`config.mk`:
```
export PLATFORM = sky130hd
export DESIGN_NAME = processor_error_status_capture
export DESIGN_NICKNAME = d
export VERILOG_FILES = /design/src/hdl/capture_hold_reg.v /design/src/hdl/processor_error_status_capture.v
export VERILOG_INCLUDE_DIRS = /design/src /design/src/hdl
export SDC_FILE = /design/constraint.sdc
export NUM_CORES = 1
export LEC_CHECK = 0
export BUFFER_PORTS_ARGS = -buffer_cell sky130_fd_sc_hd__buf_2
export CAP_MARGIN = 20
export CORE_ASPECT_RATIO = 1.5
export CORE_MARGIN = 5
export CORE_UTILIZATION = 46
export DETAILED_ROUTE_END_ITERATION = 10
export PLACE_DENSITY_LB_ADDON = 0.08
export SKIP_CTS_REPAIR_TIMING = 1
export SLEW_MARGIN = 20
export SYNTH_ARGS = -nofsm -noshare
export SYNTH_HDL_FRONTEND = slang
export SYNTH_SLANG_ARGS = --single-unit
```
`constraint.sdc`:
```
create_clock -name I_CORE_CLK -period 2 [get_ports I_CORE_CLK]
set_input_delay 0.6 -clock I_CORE_CLK [delete_from_list [all_inputs] [get_ports I_CORE_CLK]]
set_output_delay 0.6 -clock I_CORE_CLK [all_outputs]
set_load 0.02 [all_outputs]
```
`src/hdl/error_capture_regs.vh`:
```
// register map, field positions, codes and reset values of the error capture
`ifndef ERROR_CAPTURE_REGS_VH
`define ERROR_CAPTURE_REGS_VH

// byte addresses of the word registers
`define CYCLE_STATE_STATUS_ADDR 12'h000
`define PROCESSOR_CHECK_STATUS_ADDR 12'h004
`define STORAGE_CHECK_STATUS_ADDR 12'h008
`define FAILING_REAL_ADDRESS_ADDR 12'h00c
`define CAPTURE_CONTROL_ADDR 12'h010
`define EVENT_STATUS_ADDR 12'h014
`define EVENT_MASK_ADDR 12'h018

// cycle state status fields (bit 0 is the lsb of the byte)
`define CSS_COMPLEMENT_BIT 6
`define CSS_MAJOR_MSB 5
`define CSS_MAJOR_LSB 2
`define CSS_MINOR_MSB 1
`define CSS_MINOR_LSB 0

// next major cycle codes
`define MAJOR_OPCODE 4'h0
`define MAJOR_QUALIFIER 4'h1
`define MAJOR_FIRST_HIGH_OR_INDEX 4'h2
`define MAJOR_FIRST_LOW 4'h3
`define MAJOR_SECOND_HIGH_OR_INDEX 4'h4
`define MAJOR_SECOND_LOW 4'h5
`define MAJOR_OPERAND_TWO_FETCH 4'h8
`define MAJOR_OPERAND_ONE_FETCH 4'ha
`define MAJOR_THIRD_EXECUTE 4'hc

// last minor time codes
`define MINOR_A_CODE 2'h3
`define MINOR_B_CODE 2'h2
`define MINOR_D_CODE 2'h1
`define MINOR_C_CODE 2'h0

// storage check codes
`define STORE_NO_CHECK 2'h0
`define STORE_EXCEPTION 2'h1
`define STORE_ADDRESS_CHECK 2'h2
`define STORE_SAR_PARITY 2'h3

// control and event fields
`define CTRL_REARM_BIT 0
`define CTRL_ARMED_BIT 1
`define EVT_CAPTURED_BIT 0
`define EVT_OVERRUN_BIT 1
`define EVT_WIDTH 2

// reset values, and the failing address read when the address is unknown
`define EVENT_STATUS_RESET 2'h0
`define EVENT_MASK_RESET 2'h0
`define FAILING_ADDRESS_UNKNOWN 16'h0000

`endif

```
`src/hdl/capture_hold_reg.v`:
```
// capture register that loads on a strobe and holds its value otherwise
`timescale 1ns/10ps
`default_nettype none

module capture_hold_reg #(
    parameter WIDTH = 8
) (
    input wire i_clk,
    input wire i_resetn,
    input wire i_load,
    input wire [WIDTH-1:0] i_data,
    output wire [WIDTH-1:0] o_data
);

    reg [WIDTH-1:0] hold_r; // frozen snapshot

    // load on strobe, hold otherwise
    always @(posedge i_clk or negedge i_resetn) begin
        if (!i_resetn) begin
            hold_r <= {WIDTH{1'b0}};
        end else if (i_load) begin
            hold_r <= i_data;
        end
    end

    assign o_data = hold_r;

endmodule

`default_nettype wire

```
`src/hdl/processor_error_status_capture.v`:
```
// processor error status capture with apb register access and interrupt
`timescale 1ns/10ps
`default_nettype none
`include "error_capture_regs.vh"

module processor_error_status_capture #(
    parameter ADDR_WIDTH = 16
) (
    input wire I_CORE_CLK,
    input wire I_RESETN,
    // apb slave
    input wire i_PSEL,
    input wire i_PENABLE,
    input wire i_PWRITE,
    input wire [11:0] i_PADDR,
    input wire [31:0] i_PWDATA,
    output wire o_PREADY,
    output wire o_PSLVERR,
    output wire [31:0] o_PRDATA,
    // logout trigger from the error detection logic
    input wire i_ERROR_LOGOUT,
    // live cycle state
    input wire i_COMPLEMENT_LATCH,
    input wire i_OPCODE_CYCLE,
    input wire i_QUALIFIER_CYCLE,
    input wire i_FIRST_HIGH_OR_INDEX_CYCLE,
    input wire i_FIRST_LOW_CYCLE,
    input wire i_SECOND_HIGH_OR_INDEX_CYCLE,
    input wire i_SECOND_LOW_CYCLE,
    input wire i_OPERAND_TWO_FETCH_CYCLE,
    input wire i_OPERAND_ONE_FETCH_CYCLE,
    input wire i_THIRD_EXECUTE_CYCLE,
    input wire i_MINOR_TIME_A,
    input wire i_MINOR_TIME_B,
    input wire i_MINOR_TIME_C,
    input wire i_MINOR_TIME_D,
    // live processor checks and states
    input wire i_INVALID_INSTRUCTION,
    input wire i_CONTROL_GATE_CHECK,
    input wire i_LOCAL_STORE_GATE_CHECK,
    input wire i_MAIN_STORE_GATE_CHECK,
    input wire i_FIRST_CYCLE,
    input wire i_RECOMPLEMENT_CYCLE,
    input wire i_PROCESSOR_ADDRESS_CHECK,
    input wire i_CARRY_TRIGGER,
    // live storage checks
    input wire i_STORAGE_EXCEPTION,
    input wire i_STORAGE_ADDRESS_CHECK,
    input wire i_STORAGE_ADDRESS_REGISTER_PARITY,
    // live real storage address
    input wire i_STORAGE_ADDRESSING,
    input wire i_ADDRESS_KNOWN,
    input wire [ADDR_WIDTH-1:0] i_REAL_ADDRESS,
    // interrupt and capture state
    output wire o_IRQ,
    output wire o_CAPTURE_ARMED
);

    // apb phase decode
    wire setup_phase; // first cycle of a transfer
    wire access_phase; // completing cycle of a transfer
    wire wr_en; // write takes effect
    wire mapped; // address hits a register
    // capture control
    reg armed_r; // capture armed, no snapshot held
    reg armed_nxt; // next armed state
    wire capture; // snapshot strobe this cycle
    wire rearm_wr; // software re-arm write
    // event flags and mask
    reg [`EVT_WIDTH-1:0] evt_status_r; // sticky events
    reg [`EVT_WIDTH-1:0] evt_status_nxt; // next sticky events
    reg [`EVT_WIDTH-1:0] evt_mask_r; // interrupt enables
    wire [`EVT_WIDTH-1:0] evt_set; // events this cycle
    wire [`EVT_WIDTH-1:0] evt_clr; // write-one-to-clear bits
    // live encoded status bytes
    reg [3:0] major_code; // encoded next major cycle
    reg [1:0] minor_code; // encoded last minor time
    reg [1:0] store_code; // encoded storage check
    wire [7:0] cycle_state_live; // byte 0 image
    wire [7:0] proc_check_live; // byte 2 image
    wire [7:0] store_check_live; // byte 3 image
    wire [ADDR_WIDTH-1:0] fail_addr_live; // failing address image
    // frozen snapshots
    wire [7:0] cycle_state_q; // held byte 0
    wire [7:0] proc_check_q; // held byte 2
    wire [7:0] store_check_q; // held byte 3
    wire [ADDR_WIDTH-1:0] fail_addr_q; // held failing address
    // read path
    reg [31:0] rdata_r; // read data register
    reg [31:0] rdata_nxt; // next read data
    reg slverr_r; // error answer register
    reg slverr_nxt; // next error answer

    assign setup_phase = i_PSEL & ~i_PENABLE;
    assign access_phase = i_PSEL & i_PENABLE;
    assign wr_en = access_phase & i_PWRITE;

    // only the seven word registers respond; byte 1 has no address
    assign mapped = (i_PADDR == `CYCLE_STATE_STATUS_ADDR) |
                    (i_PADDR == `PROCESSOR_CHECK_STATUS_ADDR) |
                    (i_PADDR == `STORAGE_CHECK_STATUS_ADDR) |
                    (i_PADDR == `FAILING_REAL_ADDRESS_ADDR) |
                    (i_PADDR == `CAPTURE_CONTROL_ADDR) |
                    (i_PADDR == `EVENT_STATUS_ADDR) |
                    (i_PADDR == `EVENT_MASK_ADDR);

    // next major cycle encoder, first active cycle wins
    always @* begin
        if (i_OPCODE_CYCLE) begin
            major_code = `MAJOR_OPCODE;
        end else if (i_QUALIFIER_CYCLE) begin
            major_code = `MAJOR_QUALIFIER;
        end else if (i_FIRST_HIGH_OR_INDEX_CYCLE) begin
            major_code = `MAJOR_FIRST_HIGH_OR_INDEX;
        end else if (i_FIRST_LOW_CYCLE) begin
            major_code = `MAJOR_FIRST_LOW;
        end else if (i_SECOND_HIGH_OR_INDEX_CYCLE) begin
            major_code = `MAJOR_SECOND_HIGH_OR_INDEX;
        end else if (i_SECOND_LOW_CYCLE) begin
            major_code = `MAJOR_SECOND_LOW;
        end else if (i_OPERAND_TWO_FETCH_CYCLE) begin
            major_code = `MAJOR_OPERAND_TWO_FETCH;
        end else if (i_OPERAND_ONE_FETCH_CYCLE) begin
            major_code = `MAJOR_OPERAND_ONE_FETCH;
        end else if (i_THIRD_EXECUTE_CYCLE) begin
            major_code = `MAJOR_THIRD_EXECUTE;
        end else begin
            major_code = `MAJOR_OPCODE; // idle reads as opcode
        end
    end

    // last minor time encoder
    always @* begin
        if (i_MINOR_TIME_A) begin
            minor_code = `MINOR_A_CODE;
        end else if (i_MINOR_TIME_B) begin
            minor_code = `MINOR_B_CODE;
        end else if (i_MINOR_TIME_D) begin
            minor_code = `MINOR_D_CODE;
        end else if (i_MINOR_TIME_C) begin
            minor_code = `MINOR_C_CODE;
        end else begin
            minor_code = `MINOR_C_CODE; // minor c or none
        end
    end

    // storage check encoder, parity outranks address, then exception
    always @* begin
        if (i_STORAGE_ADDRESS_REGISTER_PARITY) begin
            store_code = `STORE_SAR_PARITY;
        end else if (i_STORAGE_ADDRESS_CHECK) begin
            store_code = `STORE_ADDRESS_CHECK;
        end else if (i_STORAGE_EXCEPTION) begin
            store_code = `STORE_EXCEPTION;
        end else begin
            store_code = `STORE_NO_CHECK;
        end
    end

    // byte 0: msb unused, complement, major, minor
    assign cycle_state_live = {1'b0, i_COMPLEMENT_LATCH, major_code,
                               minor_code};

    // byte 2, bit 0 of the byte sits in the msb
    assign proc_check_live = {i_INVALID_INSTRUCTION,
                              i_CONTROL_GATE_CHECK,
                              i_LOCAL_STORE_GATE_CHECK,
                              i_MAIN_STORE_GATE_CHECK,
                              i_FIRST_CYCLE,
                              i_RECOMPLEMENT_CYCLE,
                              i_PROCESSOR_ADDRESS_CHECK,
                              i_CARRY_TRIGGER};

    // byte 3: upper six bits unused
    assign store_check_live = {6'h00, store_code};

    // address zero unless storage was addressed at a known location
    assign fail_addr_live = (i_STORAGE_ADDRESSING & i_ADDRESS_KNOWN) ?
                            i_REAL_ADDRESS :
                            `FAILING_ADDRESS_UNKNOWN;

    // snapshot only while armed, so the first error wins
    assign capture = i_ERROR_LOGOUT & armed_r;
    assign rearm_wr = wr_en & (i_PADDR == `CAPTURE_CONTROL_ADDR) &
                      i_PWDATA[`CTRL_REARM_BIT];

    // armed state: capture disarms, software re-arm arms again
    always @* begin
        armed_nxt = armed_r;
        if (capture) begin
            armed_nxt = 1'b0;
        end else if (rearm_wr) begin
            armed_nxt = 1'b1;
        end
    end

    // armed register, armed out of reset
    always @(posedge I_CORE_CLK or negedge I_RESETN) begin
        if (!I_RESETN) begin
            armed_r <= 1'b1;
        end else begin
            armed_r <= armed_nxt;
        end
    end

    // snapshot registers, one per status byte and one for the address
    capture_hold_reg #(
        .WIDTH(8)
    ) u_cycle_state (
        .i_clk(I_CORE_CLK),
        .i_resetn(I_RESETN),
        .i_load(capture),
        .i_data(cycle_state_live),
        .o_data(cycle_state_q)
    );
    capture_hold_reg #(
        .WIDTH(8)
    ) u_proc_check (
        .i_clk(I_CORE_CLK),
        .i_resetn(I_RESETN),
        .i_load(capture),
        .i_data(proc_check_live),
        .o_data(proc_check_q)
    );
    capture_hold_reg #(
        .WIDTH(8)
    ) u_store_check (
        .i_clk(I_CORE_CLK),
        .i_resetn(I_RESETN),
        .i_load(capture),
        .i_data(store_check_live),
        .o_data(store_check_q)
    );
    capture_hold_reg #(
        .WIDTH(ADDR_WIDTH)
    ) u_fail_addr (
        .i_clk(I_CORE_CLK),
        .i_resetn(I_RESETN),
        .i_load(capture),
        .i_data(fail_addr_live),
        .o_data(fail_addr_q)
    );

    // events: captured, and error seen while frozen
    assign evt_set = {i_ERROR_LOGOUT & ~armed_r, capture};
    assign evt_clr = (wr_en & (i_PADDR == `EVENT_STATUS_ADDR)) ?
                     i_PWDATA[`EVT_WIDTH-1:0] : {`EVT_WIDTH{1'b0}};

    // sticky flags, a new event beats a clear in the same cycle
    always @* begin
        evt_status_nxt = (evt_status_r & ~evt_clr) | evt_set;
    end

    // event status and mask registers
    always @(posedge I_CORE_CLK or negedge I_RESETN) begin
        if (!I_RESETN) begin
            evt_status_r <= `EVENT_STATUS_RESET;
            evt_mask_r <= `EVENT_MASK_RESET;
        end else begin
            evt_status_r <= evt_status_nxt;
            if (wr_en & (i_PADDR == `EVENT_MASK_ADDR)) begin
                evt_mask_r <= i_PWDATA[`EVT_WIDTH-1:0];
            end
        end
    end

    // read mux, sampled in the setup cycle
    always @* begin
        rdata_nxt = rdata_r;
        slverr_nxt = slverr_r;
        if (setup_phase) begin
            slverr_nxt = ~mapped; // unmapped answers with an error
            case (i_PADDR)
                `CYCLE_STATE_STATUS_ADDR: begin
                    rdata_nxt = {24'h000000, cycle_state_q};
                end
                `PROCESSOR_CHECK_STATUS_ADDR: begin
                    rdata_nxt = {24'h000000, proc_check_q};
                end
                `STORAGE_CHECK_STATUS_ADDR: begin
                    rdata_nxt = {24'h000000, store_check_q};
                end
                `FAILING_REAL_ADDRESS_ADDR: begin
                    rdata_nxt = {{(32-ADDR_WIDTH){1'b0}}, fail_addr_q};
                end
                `CAPTURE_CONTROL_ADDR: begin
                    rdata_nxt = {30'h0, armed_r, 1'b0};
                end
                `EVENT_STATUS_ADDR: begin
                    rdata_nxt = {30'h0, evt_status_r};
                end
                `EVENT_MASK_ADDR: begin
                    rdata_nxt = {30'h0, evt_mask_r};
                end
                default: begin
                    rdata_nxt = 32'h00000000; // byte 1 and holes
                end
            endcase
        end
    end

    // read data and error registers
    always @(posedge I_CORE_CLK or negedge I_RESETN) begin
        if (!I_RESETN) begin
            rdata_r <= 32'h00000000;
            slverr_r <= 1'b0;
        end else begin
            rdata_r <= rdata_nxt;
            slverr_r <= slverr_nxt;
        end
    end

    // zero wait state slave
    assign o_PREADY = 1'b1;
    assign o_PSLVERR = slverr_r & access_phase;
    assign o_PRDATA = rdata_r;

    // level interrupt from unmasked sticky events
    assign o_IRQ = |(evt_status_r & evt_mask_r);
    assign o_CAPTURE_ARMED = armed_r;

endmodule

`default_nettype wire

```
Word-level counts from Yosys, hierarchy flattened
Cells that the tools add are included.
{ "totals": {"reg_bits": 71, "inputBits": 93} }
{ "classes": {"eq_ne": 6, "mux": 20, "bitwise_logic": 24, "reduce_logical": 3} }
{ "op_table": {"columns": ["cell", "count"], "rows": [
  ["one-hot mux 16 bit (7 select lines)", 1],
  ["equality test 12 x 5 -> 1 bit (second input constant)", 3],
  ["two-way mux 4 bit", 9],
  ["equality test 12 x 4 -> 1 bit (second input constant)", 2],
  ["two-way mux 16 bit", 1],
  ["equality test 12 x 3 -> 1 bit (second input constant)", 1],
  ["logical NOT 12 bit", 1],
  ["AND 1 bit", 11],
  ["two-way mux 2 bit", 5],
  ["bitwise OR 1 bit", 6],
  ["AND 2 bit", 2],
  ["two-way mux 1 bit", 4],
  ["inverter 1 bit", 3],
  ["inverter 2 bit", 1],
  ["bitwise OR 2 bit", 1],
  ["nonzero test 2 bit", 1],
  ["OR reduction 2 bit", 1]
]} }

Longest topological paths before layout
Gate-level depths: netlist (run 1).
{ "logic_depth": {"word_depth": 9, "ltp_mapped": 6} }

Modules after synthesis
From an unflattened synthesis (run 1), not the netlist that was laid out.
{ "hier_totals": {"hier_cells": 248, "hier_area_um2": 3264.4} }
{ "modules_own_cells": {"columns": ["module", "instances", "cells_each", "area_per_inst_um2", "seq_area_each_um2"], "rows": [
  ["processor_error_status_capture", 1, 163, 1620.3, 551.8],
  ["capture_hold_reg (u_cycle_state ...)", 3, 17, 331.6, 200.2],
  ["capture_hold_reg (u_fail_addr)", 1, 34, 649.4, 400.4]
]} }

Least setup slack after synthesis (run 1)
Ideal clock, no wire load.
{ "synth_timing": {"path_type": "in2reg", "startpoint": "input port i_PADDR[1]", "endpoint": "register evt_mask_r[0]", "t_arrival_ns": 2.180, "required_time_ns": 1.875, "slack_ns": -0.305, "cell_stages": 4, "path_buffers": 0, "cell_sequence": "or4_4 > or4_1 > nor3b_2 > mux2_2"} }
{ "synth_between": {"elab_chain_len": 2} }
{ "synth_lines": {"columns": ["item", "line", "text"], "rows": [
  ["from (decl)", "processor_error_status_capture.v:15", "input wire [11:0] i_PADDR,"],
  ["equality test 12 x 5 -> 1 bit", null, null],
  ["AND 1 bit", "processor_error_status_capture.v:261", "if (wr_en & (i_PADDR == `EVENT_MASK_ADDR)) begin"],
  ["to (signal assigned)", "processor_error_status_capture.v:258", "evt_mask_r <= `EVENT_MASK_RESET;"],
  ["to (signal assigned)", "processor_error_status_capture.v:262", "evt_mask_r <= i_PWDATA[`EVT_WIDTH-1:0];"],
  ["to (decl)", "processor_error_status_capture.v:72", "reg [`EVT_WIDTH-1:0] evt_mask_r;"]
]} }
Every way passes these cells.
A chain may end at the register's enable or synchronous reset.

Worst setup path after layout (run 1)
Same ends and word-level chain as after synthesis.

==> flow_summary.toml, run 1 <==
[status]
run_status = "finished, violations left"
violations_in_the_final_reports = "negative setup slack"

[sta]
fin_worst_skew_ns = 0.0128
period_needed_ns = 2.13
tns_setup_ns = -0.251
setup_viol_count_final = 2
slew_violations = 0
max_clock_freq_mhz = 470
rsz0062_at_grt = "true"
min_period_over_period_pct = 106
hold_viol = 0
final_critical_path_setup_slack_ns = -0.129

[synth]
ys_async_sr_fraction_pct = 100
synth_adder_area_share_pct = 0
area_fraction_of_the_dominant_cell_type_after_synthesis_pct = 52.2
ys_warns = 0
ys_seq_area_share_pct = 53.2
synth_compound_gate_area_share_pct = 17.9
post_synth_top_area_cell = "dfrtp_1"
synth.distinct_cells = 45
dominantRegCellSynth = "dfrtp_1"
edff_count_synth = 0
synth.mux.area_fraction_pct = 8.41
synth.most_common_cell = "dfrtp_1"
ranking_of_synthesized_cells_by_instance_count = "dfrtp_1, a22o_1, nand2_1"
post_synth_instance_area_sq_um = 2590
synthCells = 234
postSynthAreaPerCell_sq_um = 11.1
combinational_family_with_the_most_area_after_synthesis = "compound AO/OA/AOI/OAI gates"
synthTopCellsByArea = "dfrtp_1, a22o_1, mux2_2"
ys_ff_latch = 55
synth_simple_gate_area_share_pct = 12.4
post_synthesis_xor_xnor_area_fraction_pct = 0

[drt]
vias = 1971
drc = 0
drt-initial-drc-count = 98
drt-wirelength-per-cell_microns = 15.0
route.detailed.vias_per_inst = 5.09
detailedRoute.firstPassIterationCount = 4
routed_wirelength_microns = 5820
ant_nets = 0

[critical_path]
path_max_fanout = 3
timing.critical_path.to_type = "register"
timing.critical_path.from = "i_PADDR[1]"
crit_required_ns = 2.20
regToRegEndpoint = "u_fail_addr.o_data[12]$_DFFE_PN0P_"
start_kind = "primary input"
worstReg2RegStart = "o_CAPTURE_ARMED$_DFFE_PN1P_"
cp-endpoint = "evt_mask_r[0]$_DFFE_PN0P_"
r2r_cells = 5
cp_data_arrival_time_ns = 2.33
setup.worst_path.class = "primary input to register"
setup.reg_to_reg.worst_slack_ns = 0.49

[cells_and_area]
share_of_final_layout_standard_cells_stronger_than_drive_strength_1_pct = 38.8
fill_cell_count = 527
final_util_pct = 57.6
number_of_nets_at_the_end_of_the_flow = 409
syn2layout_area_growth_pct = 21.3
postLayoutCellArea_sq_um = 3140
diodes = 0
area.sequential_sq_um = 1380
multi_input_area_sq_um = 1070

[min_path]
hp-class = "primary input to asynchronous set/reset pin"

[floorplanning]
die_x_microns = 71.2
dieArea_sq_um = 7260
coreArea_sq_um = 5450
die_y_microns = 102
pin_count = 129
row_count = 33
initial_core_util_pct = 47.5

[clock_network]
clk_path_buf_depth = 2
cts_tree = "done"
total_clock_sinks = 55
cts_made_buffers = 5
htree_num_levels = 2
clock_latency_ns = 0.31
clock-root-buffer = "clkbuf_8"
clock_pin_slew_reported_for_the_worst_setup_and_hold_paths_after_clock_tree_synthesis_ns = 0.11

[power_and_ir_drop]
pwr_density_cell_nw_per_um2 = 650
vdd_ir_drop_max_uv = 452
power.static_leakage_uw = 0.00160

[job]
cap_violations = 0

[global_routing]
grt_antenna_before_repair = 0
grt_max_degree = 56
wire_length_of_the_first_global_routing_pass_microns = 9790
first_global_vias = 2093
global_route.usage.total_pct = 16.7
grt_overflow_total = 0

[placed_design]
dp.final_hpwl_microns = 4390
port_buffers = 80
globalplace.congestion = 0.762
placed_instance_area_sq_um = 3040
## metrics by stage
stage	setup WS [ns]	std cells	hold WS, ns	power, uW
2_1_floorplan	-0.286	249	0.304	1340
3_3_place_gp	-0.433	379	0.460	1430
3_5_place_dp	-0.456	379	0.465	1440
4_1_cts	-0.123	387	0.276	2070
5_1_grt	-0.160	387	0.289	2140
6_report	-0.129	387	0.275	2040
## state kept, by name, indices dropped and copies added, names as in the netlist
name	count
u_fail_addr.o_data	16
slverr_r	1
u_store_check.o_data	2
o_CAPTURE_ARMED	1
evt_status_r	2
u_cycle_state.o_data	7
o_PRDATA	16
u_proc_check.o_data	8
evt_mask_r	2
## final cells by class
class                      instances  area share, %
clock buffer                       5           2.19
clock inverter                     3          0.797
inverter                           4          0.478
multi-input combinational        160           34.2
sequential                        55           43.9
tap                               70           2.79
timing repair buffer              90           15.7
## layout by cell type (no fill, tap or decap), drive strengths merged, types with 4 or more instances in the layout
cell type,Yosys,layout
mux2,14,14
inv,4,4
o21ai,12,12
clkbuf,10,5
a22o,26,26
nand2,20,20
buf,20,90
conb,2,17
nor2,14,14
dfrtp,54,54
mux2i,6,6
a21oi,13,13
## cell families (layout without fill, tap and decap cells)
kind of cell,after synthesis,after routing
compound gates,64,64
buf+inv,34,102
flops,55,55
mux,20,20
other cells,2,17
simple gates,59,59
## routing by layer
layer / wire [microns] / global-route usage, % / vias to the layer above
met5: 0 / 0 / -
li1: - / - / 977
met4: 63 / 4.34 / 0
met2: 2970 / 29.9 / 62
met3: 369 / 3.44 / 5
met1: 2410 / 20.3 / 927
## power by group
| part | internal [uW] | switching [uW] | total, uW | leakage [uW] |
|---|---|---|---|---|
| Clock | 251 | 376 | 627 | 0.0000443 |
| Sequential | 1150 | 21.0 | 1170 | 0.000736 |
| Combinational | 107 | 133 | 240 | 0.000822 |
## worst max-delay path, stage by stage
cell     delay, ns
buf_2         0.10
or4_4         0.53
or4_4         0.51
nor3b_2       0.23
mux2_2        0.36
## worst min path at each step
stage | cells after the start | end
final | 2 | o_PRDATA[11]$_DFFE_PN0P_
after global routing | 2 | o_PRDATA[12]$_DFFE_PN0P_
after CTS | 2 | o_PRDATA[11]$_DFFE_PN0P_
after detailed placement | 2 | u_cycle_state.o_data[5]$_DFFE_PN0P_
after global placement | 2 | u_cycle_state.o_data[0]$_DFFE_PN0P_
after floorplan | 0 | evt_mask_r[0]$_DFFE_PN0P_
Power figures use the tool's default switching activity.
==> run 2: changes to the inputs <==
--- a/config.mk
+++ b/config.mk
@@ -6,11 +6,13 @@
 export SDC_FILE = /design/constraint.sdc
 export NUM_CORES = 1
 export LEC_CHECK = 0
+export ABC_AREA = 1
 export BUFFER_PORTS_ARGS = -buffer_cell sky130_fd_sc_hd__buf_2
 export CAP_MARGIN = 20
 export CORE_ASPECT_RATIO = 1.5
 export CORE_MARGIN = 5
-export CORE_UTILIZATION = 46
+export CORE_UTILIZATION = 47
+export CTS_CLUSTER_DIAMETER = 150
 export DETAILED_ROUTE_END_ITERATION = 10
 export PLACE_DENSITY_LB_ADDON = 0.08
 export SKIP_CTS_REPAIR_TIMING = 1
==> flow_summary.toml, run 2 <==
[drt]
drc = 0
route.detailed.vias_per_inst = 4.75
vias = 2446
drt-initial-drc-count = 108
routed_wirelength_microns = 6440
drt-wirelength-per-cell_microns = 12.5
detailedRoute.firstPassIterationCount = 4
ant_nets = 0

[global_routing]
wire_length_of_the_first_global_routing_pass_microns = 10700
grt_max_degree = 56
grt_antenna_before_repair = 0
first_global_vias = 2396
global_route.usage.total_pct = 17.8
grt_overflow_total = 0

[critical_path]
worstReg2RegStart = "o_CAPTURE_ARMED$_DFFE_PN1P_"
cp.buffers_inverters = 1
timing.critical_path.to_type = "primary output"
crit_required_ns = 1.40
critPathTopFamily = "flip-flops"
cp-endpoint = "o_IRQ"
critPathSlowestCell = "dfrtp_1"
cp_data_arrival_time_ns = 1.12
path_max_fanout = 3
setup.worst_path.class = "register to primary output"
cpPeakStageDelay_ns = 0.42
setup.reg_to_reg.worst_slack_ns = 0.52
timing.critical_path.depth = 2
r2r_cells = 5
regToRegEndpoint = "u_fail_addr.o_data[1]$_DFFE_PN0P_"
timing.critical_path.from = "evt_status_r[0]$_DFF_PN0_"
start_kind = "register"
critical_path.cell_chain = "a22o_1 > buf_2"

[synth]
ys_warns = 0
synthCells = 359
post_synth_top_area_cell = "dfrtp_1"
synthTopCellsByArea = "dfrtp_1, nand2_1, inv_1"
area_fraction_of_the_dominant_cell_type_after_synthesis_pct = 48.5
ys_seq_area_share_pct = 49.4
postSynthAreaPerCell_sq_um = 7.77
ys_async_sr_fraction_pct = 100
synth.most_common_cell = "nand2_1"
dominantRegCellSynth = "dfrtp_1"
post_synth_instance_area_sq_um = 2790
synth.distinct_cells = 27
edff_count_synth = 0
ys_ff_latch = 55
ranking_of_synthesized_cells_by_instance_count = "nand2_1, dfrtp_1, inv_1"

[power_and_ir_drop]
vdd_ir_drop_max_uv = 445
share_of_power_burned_in_registers_pct = 57.1
netSwitchingFraction_pct = 29.3
power.static_leakage_uw = 0.00193
pwr_density_cell_nw_per_um2 = 716
power.net_switching_uw = 694
p_clk_share_pct = 27.3
p_int_uw = 1670
power.share.combinational_pct = 15.7

[cells_and_area]
syn2layout_area_growth_pct = 18.7
postLayoutCellArea_sq_um = 3310
layout.cells.most_common = "nand2_1"
diodes = 0
fill_cell_count = 610
share_of_final_layout_standard_cells_stronger_than_drive_strength_1_pct = 24.6
most_used_cells_in_the_layout_excluding_fill_and_tap_cells = "nand2_1, buf_2, dfrtp_1"
number_of_nets_at_the_end_of_the_flow = 535

[clock_network]
clock_latency_ns = 0.31
clock-root-buffer = "clkbuf_8"
clk_path_buf_depth = 2
total_clock_sinks = 55
clock_pin_slew_reported_for_the_worst_setup_and_hold_paths_after_clock_tree_synthesis_ns = 0.10
htree_num_levels = 2
cts_made_buffers = 5
cts_tree = "done"

[sta]
fin_worst_skew_ns = 0.00463
tns_setup_ns = 0
final_critical_path_setup_slack_ns = 0.278
rsz0062_at_grt = "false"
slew_violations = 0
min_period_over_period_pct = 86.1
period_needed_ns = 1.72
setup_viol_count_final = 0
timing.hold.ws_ns = 0.266
max_clock_freq_mhz = 581
hold_viol = 0

[floorplanning]
pin_count = 129
coreArea_sq_um = 5790
dieArea_sq_um = 7600
die_x_microns = 72.9
initial_core_util_pct = 48.2
row_count = 34
die_y_microns = 104

[placed_design]
port_buffers = 80
dp.final_hpwl_microns = 5020
pre_cts_ws_ns = 0.232
globalplace.congestion = 0.791
placed_instance_area_sq_um = 3220

[min_path]
hp-class = "primary input to asynchronous set/reset pin"

[status]
run_status = "completed"

[job]
cap_violations = 0
run 2: cell count changes in the layout (fill, tap and decap cells not counted), moves of 10 or more:
cell / before / now
nand2_1: 20 / 113
inv_1: 4 / 52
a22o_1: 26 / 1
nand3_1: 2 / 19
nor2_1: 14 / 29
mux2_2: 14 / 0
o21ai_0: 6 / 19
a21oi_1: 13 / 3
o22ai_1: 0 / 10
o31ai_1: 0 / 10
run 2: worst min path at each step:
stage / endpoint / slack (ns)
after floorplan: evt_mask_r[0]$_DFFE_PN0P_ / 0.30
after global placement: o_PRDATA[12]$_DFFE_PN0P_ / 0.46
after detailed placement: o_PRDATA[4]$_DFFE_PN0P_ / 0.46
after CTS: o_PRDATA[14]$_DFFE_PN0P_ / 0.28
after global routing: evt_mask_r[1]$_DFFE_PN0P_ / 0.31
final: evt_mask_r[1]$_DFFE_PN0P_ / 0.27
run 2: area by class of cell:
class	count	area, sq um	share of cell area (%)
Sequential cell	55	1380	41.6
Multi-Input combinational cell	237	1070	32.4
Timing Repair Buffer	87	465	14.1
Inverter	56	210	6.35
Tap cell	72	90.1	2.72
Clock buffer	5	68.8	2.08
Clock inverter	3	23.8	0.719
run 2: logic make-up (layout without fill, tap and decap cells):
logic type      after synthesis  in the layout  synth area share [%]
other cells                   2             17                 0.269
buf+inv                      82            151                  14.1
compound gates               47             47                  10.5
simple gates                173            173                  25.7
flops                        55             55                  49.4
run 2: worst register-to-register path, cell delays in order, from the launching register on:
cell     delay, ns
dfstp_2       0.58
nand2_1       0.10
inv_2         0.17
nand3_1       0.20
buf_4         0.24
o21ai_0       0.14
run 2: per-stage QoR:
stage | utilization [%] | cells | power, uW
after floorplan | - | 374 | 1610
after global placement | 55.6 | 507 | 1740
after detailed placement | 55.6 | 507 | 1750
after CTS | 57.2 | 515 | 2390
after global routing | 57.2 | 515 | 2490
final | 57.2 | 515 | 2370
run 2: power by group through the flow:
stage | clock network [uW] | registers [uW] | logic, uW
after floorplan | 0 | 1350 | 261
after global placement | 0 | 1370 | 365
after detailed placement | 0 | 1380 | 375
after CTS | 658 | 1350 | 378
after global routing | 687 | 1370 | 432
final | 646 | 1350 | 371
run 2: metal layers:
metal | vias up | global-route usage, % | wire (microns)
li1 | 1247 | - | -
met1 | 1121 | 21.1 | 2570
met2 | 73 | 32.0 | 3380
met3 | 5 | 3.58 | 431
met4 | 0 | 4.35 | 61
met5 | - | 0 | 0
==> run 3: changes to the inputs <==
--- a/config.mk
+++ b/config.mk
@@ -14,7 +14,7 @@
 export CORE_UTILIZATION = 47
 export CTS_CLUSTER_DIAMETER = 150
 export DETAILED_ROUTE_END_ITERATION = 10
-export PLACE_DENSITY_LB_ADDON = 0.08
+export PLACE_DENSITY_LB_ADDON = 0.25
 export SKIP_CTS_REPAIR_TIMING = 1
 export SLEW_MARGIN = 20
 export SYNTH_ARGS = -nofsm -noshare
==> flow_summary.toml, run 3 (synthesis results as in run 2) <==
[critical_path]
start_kind = "register"
r2r_cells = 5
worstReg2RegStart = "o_CAPTURE_ARMED$_DFFE_PN1P_"
setup.worst_path.class = "register to primary output"
critPathTopFamily = "flip-flops"
timing.critical_path.to_type = "primary output"
setup.reg_to_reg.worst_slack_ns = 0.46
critical_path.cell_chain = "a22o_1 > buf_2"
path_max_fanout = 3
crit_required_ns = 1.40
critPathSlowestCell = "dfrtp_1"
cpPeakStageDelay_ns = 0.42
cp_data_arrival_time_ns = 1.13
regToRegEndpoint = "u_fail_addr.o_data[1]$_DFFE_PN0P_"
cp.buffers_inverters = 1

[power_and_ir_drop]
power.static_leakage_uw = 0.00194
vdd_ir_drop_max_uv = 414
pwr_density_cell_nw_per_um2 = 746

[floorplanning]
initial_core_util_pct = 48.2
coreArea_sq_um = 5790
row_count = 34
die_y_microns = 104
dieArea_sq_um = 7600
die_x_microns = 72.9
pin_count = 129

[sta]
setup_viol_count_final = 0
timing.hold.ws_ns = 0.265
max_clock_freq_mhz = 578
rsz0062_at_grt = "false"
hold_viol = 0
min_period_over_period_pct = 86.5
slew_violations = 0
tns_setup_ns = 0
period_needed_ns = 1.73
fin_worst_skew_ns = 0.00629

[cells_and_area]
share_of_final_layout_standard_cells_stronger_than_drive_strength_1_pct = 24.6
layout.cells.most_common = "nand2_1"
number_of_nets_at_the_end_of_the_flow = 535
final_util_pct = 57.8
syn2layout_area_growth_pct = 19.9
diodes = 0
most_used_cells_in_the_layout_excluding_fill_and_tap_cells = "nand2_1, buf_2, dfrtp_1"

[clock_network]
cts_made_buffers = 5
clock-root-buffer = "clkbuf_8"
clk_path_buf_depth = 2
cts_tree = "done"
clock_pin_slew_reported_for_the_worst_setup_and_hold_paths_after_clock_tree_synthesis_ns = 0.11
clock_latency_ns = 0.31
htree_num_levels = 2
total_clock_sinks = 55

[drt]
drt-initial-drc-count = 141
routed_wirelength_microns = 6590
route.detailed.vias_per_inst = 4.79
drt-wirelength-per-cell_microns = 12.8
vias = 2468
detailedRoute.firstPassIterationCount = 4
drc = 0
ant_nets = 0

[status]
run_status = "completed"

[placed_design]
port_buffers = 80
globalplace.congestion = 0.846
dp.final_hpwl_microns = 5100

[global_routing]
wire_length_of_the_first_global_routing_pass_microns = 10900
grt_util_met3_pct = 2.51
global_route.peak_usage_layer = "met2"
global_route.usage.met1_pct = 21.0
grt_max_degree = 56
global_route.usage.total_pct = 18.1
grt_antenna_before_repair = 0
first_global_vias = 2497
grt_overflow_total = 0
use_met2_pct = 33.3

[min_path]
hp-class = "primary input to asynchronous set/reset pin"

[job]
cap_violations = 0
==> run 3: cell count changes in the layout (fill, tap and decap cells not counted) <==
cell	delta
inv_6	+1
buf_4	-1
clkinv_2	-1
buf_12	+1
inv_8	-1
bufinv_16	+1
==> run 3: layout make-up <==
type,instances,area [sq um]
inverters,56,210
clock buffers,5,68.8
repair buffers,87,478
clock inverters,3,46.3
well taps,72,90.1
multi-input cells,237,1070
fillers,616,2440
flip-flops and latches,55,1380
==> run 3: worst max-delay path by stage <==
stage | cells past startpoint | slack (ns) | startpoint | to
after floorplan | 1 | 0.55 | i_PSEL | o_PSLVERR
after global placement | 10 | 0.25 | i_PADDR[11] | o_PRDATA[4]$_DFFE_PN0P_
after detailed placement | 10 | 0.21 | i_PADDR[11] | o_PRDATA[4]$_DFFE_PN0P_
after CTS | 2 | 0.28 | evt_status_r[0]$_DFF_PN0_ | o_IRQ
after global routing | 2 | 0.24 | evt_status_r[0]$_DFF_PN0_ | o_IRQ
final | 2 | 0.27 | evt_status_r[0]$_DFF_PN0_ | o_IRQ
==> run 3: through the flow <==
| step | setup slack [ns] | cell area (sq um) | power, uW | std cells |
|---|---|---|---|---|
| 2_1_floorplan | 0.554 | 2840 | 1610 | 374 |
| 3_5_place_dp | 0.211 | 3230 | 1760 | 507 |
| 4_1_cts | 0.275 | 3340 | 2520 | 515 |
| 3_3_place_gp | 0.250 | 3230 | 1740 | 507 |
| 6_report | 0.270 | 3340 | 2500 | 515 |
| 5_1_grt | 0.243 | 3340 | 2630 | 515 |
==> run 3: layer usage <==
layer | part of all wire, % | vias up
li1 | - | 1241
met1 | 39 | 1149
met2 | 54 | 72
met3 | 6.0 | 6
met4 | 1.3 | 0
met5 | 0 | -
==> run 3: power by group <==
group	total, uW	internal, uW	switching (uW)
Clock	765	378	387
Sequential	1350	1270	78.1
Combinational	379	151	229
==> run 3: worst reg2reg max path: cells and delay by family, from the launching register on <==
| kind | cells | cell delay [ns] |
|---|---|---|
| buffers and inverters | 2 | 0.42 |
| flip-flops | 1 | 0.58 |
| AO/OA/AOI/OAI | 1 | 0.20 |
| AND/OR/NAND/NOR | 2 | 0.26 |
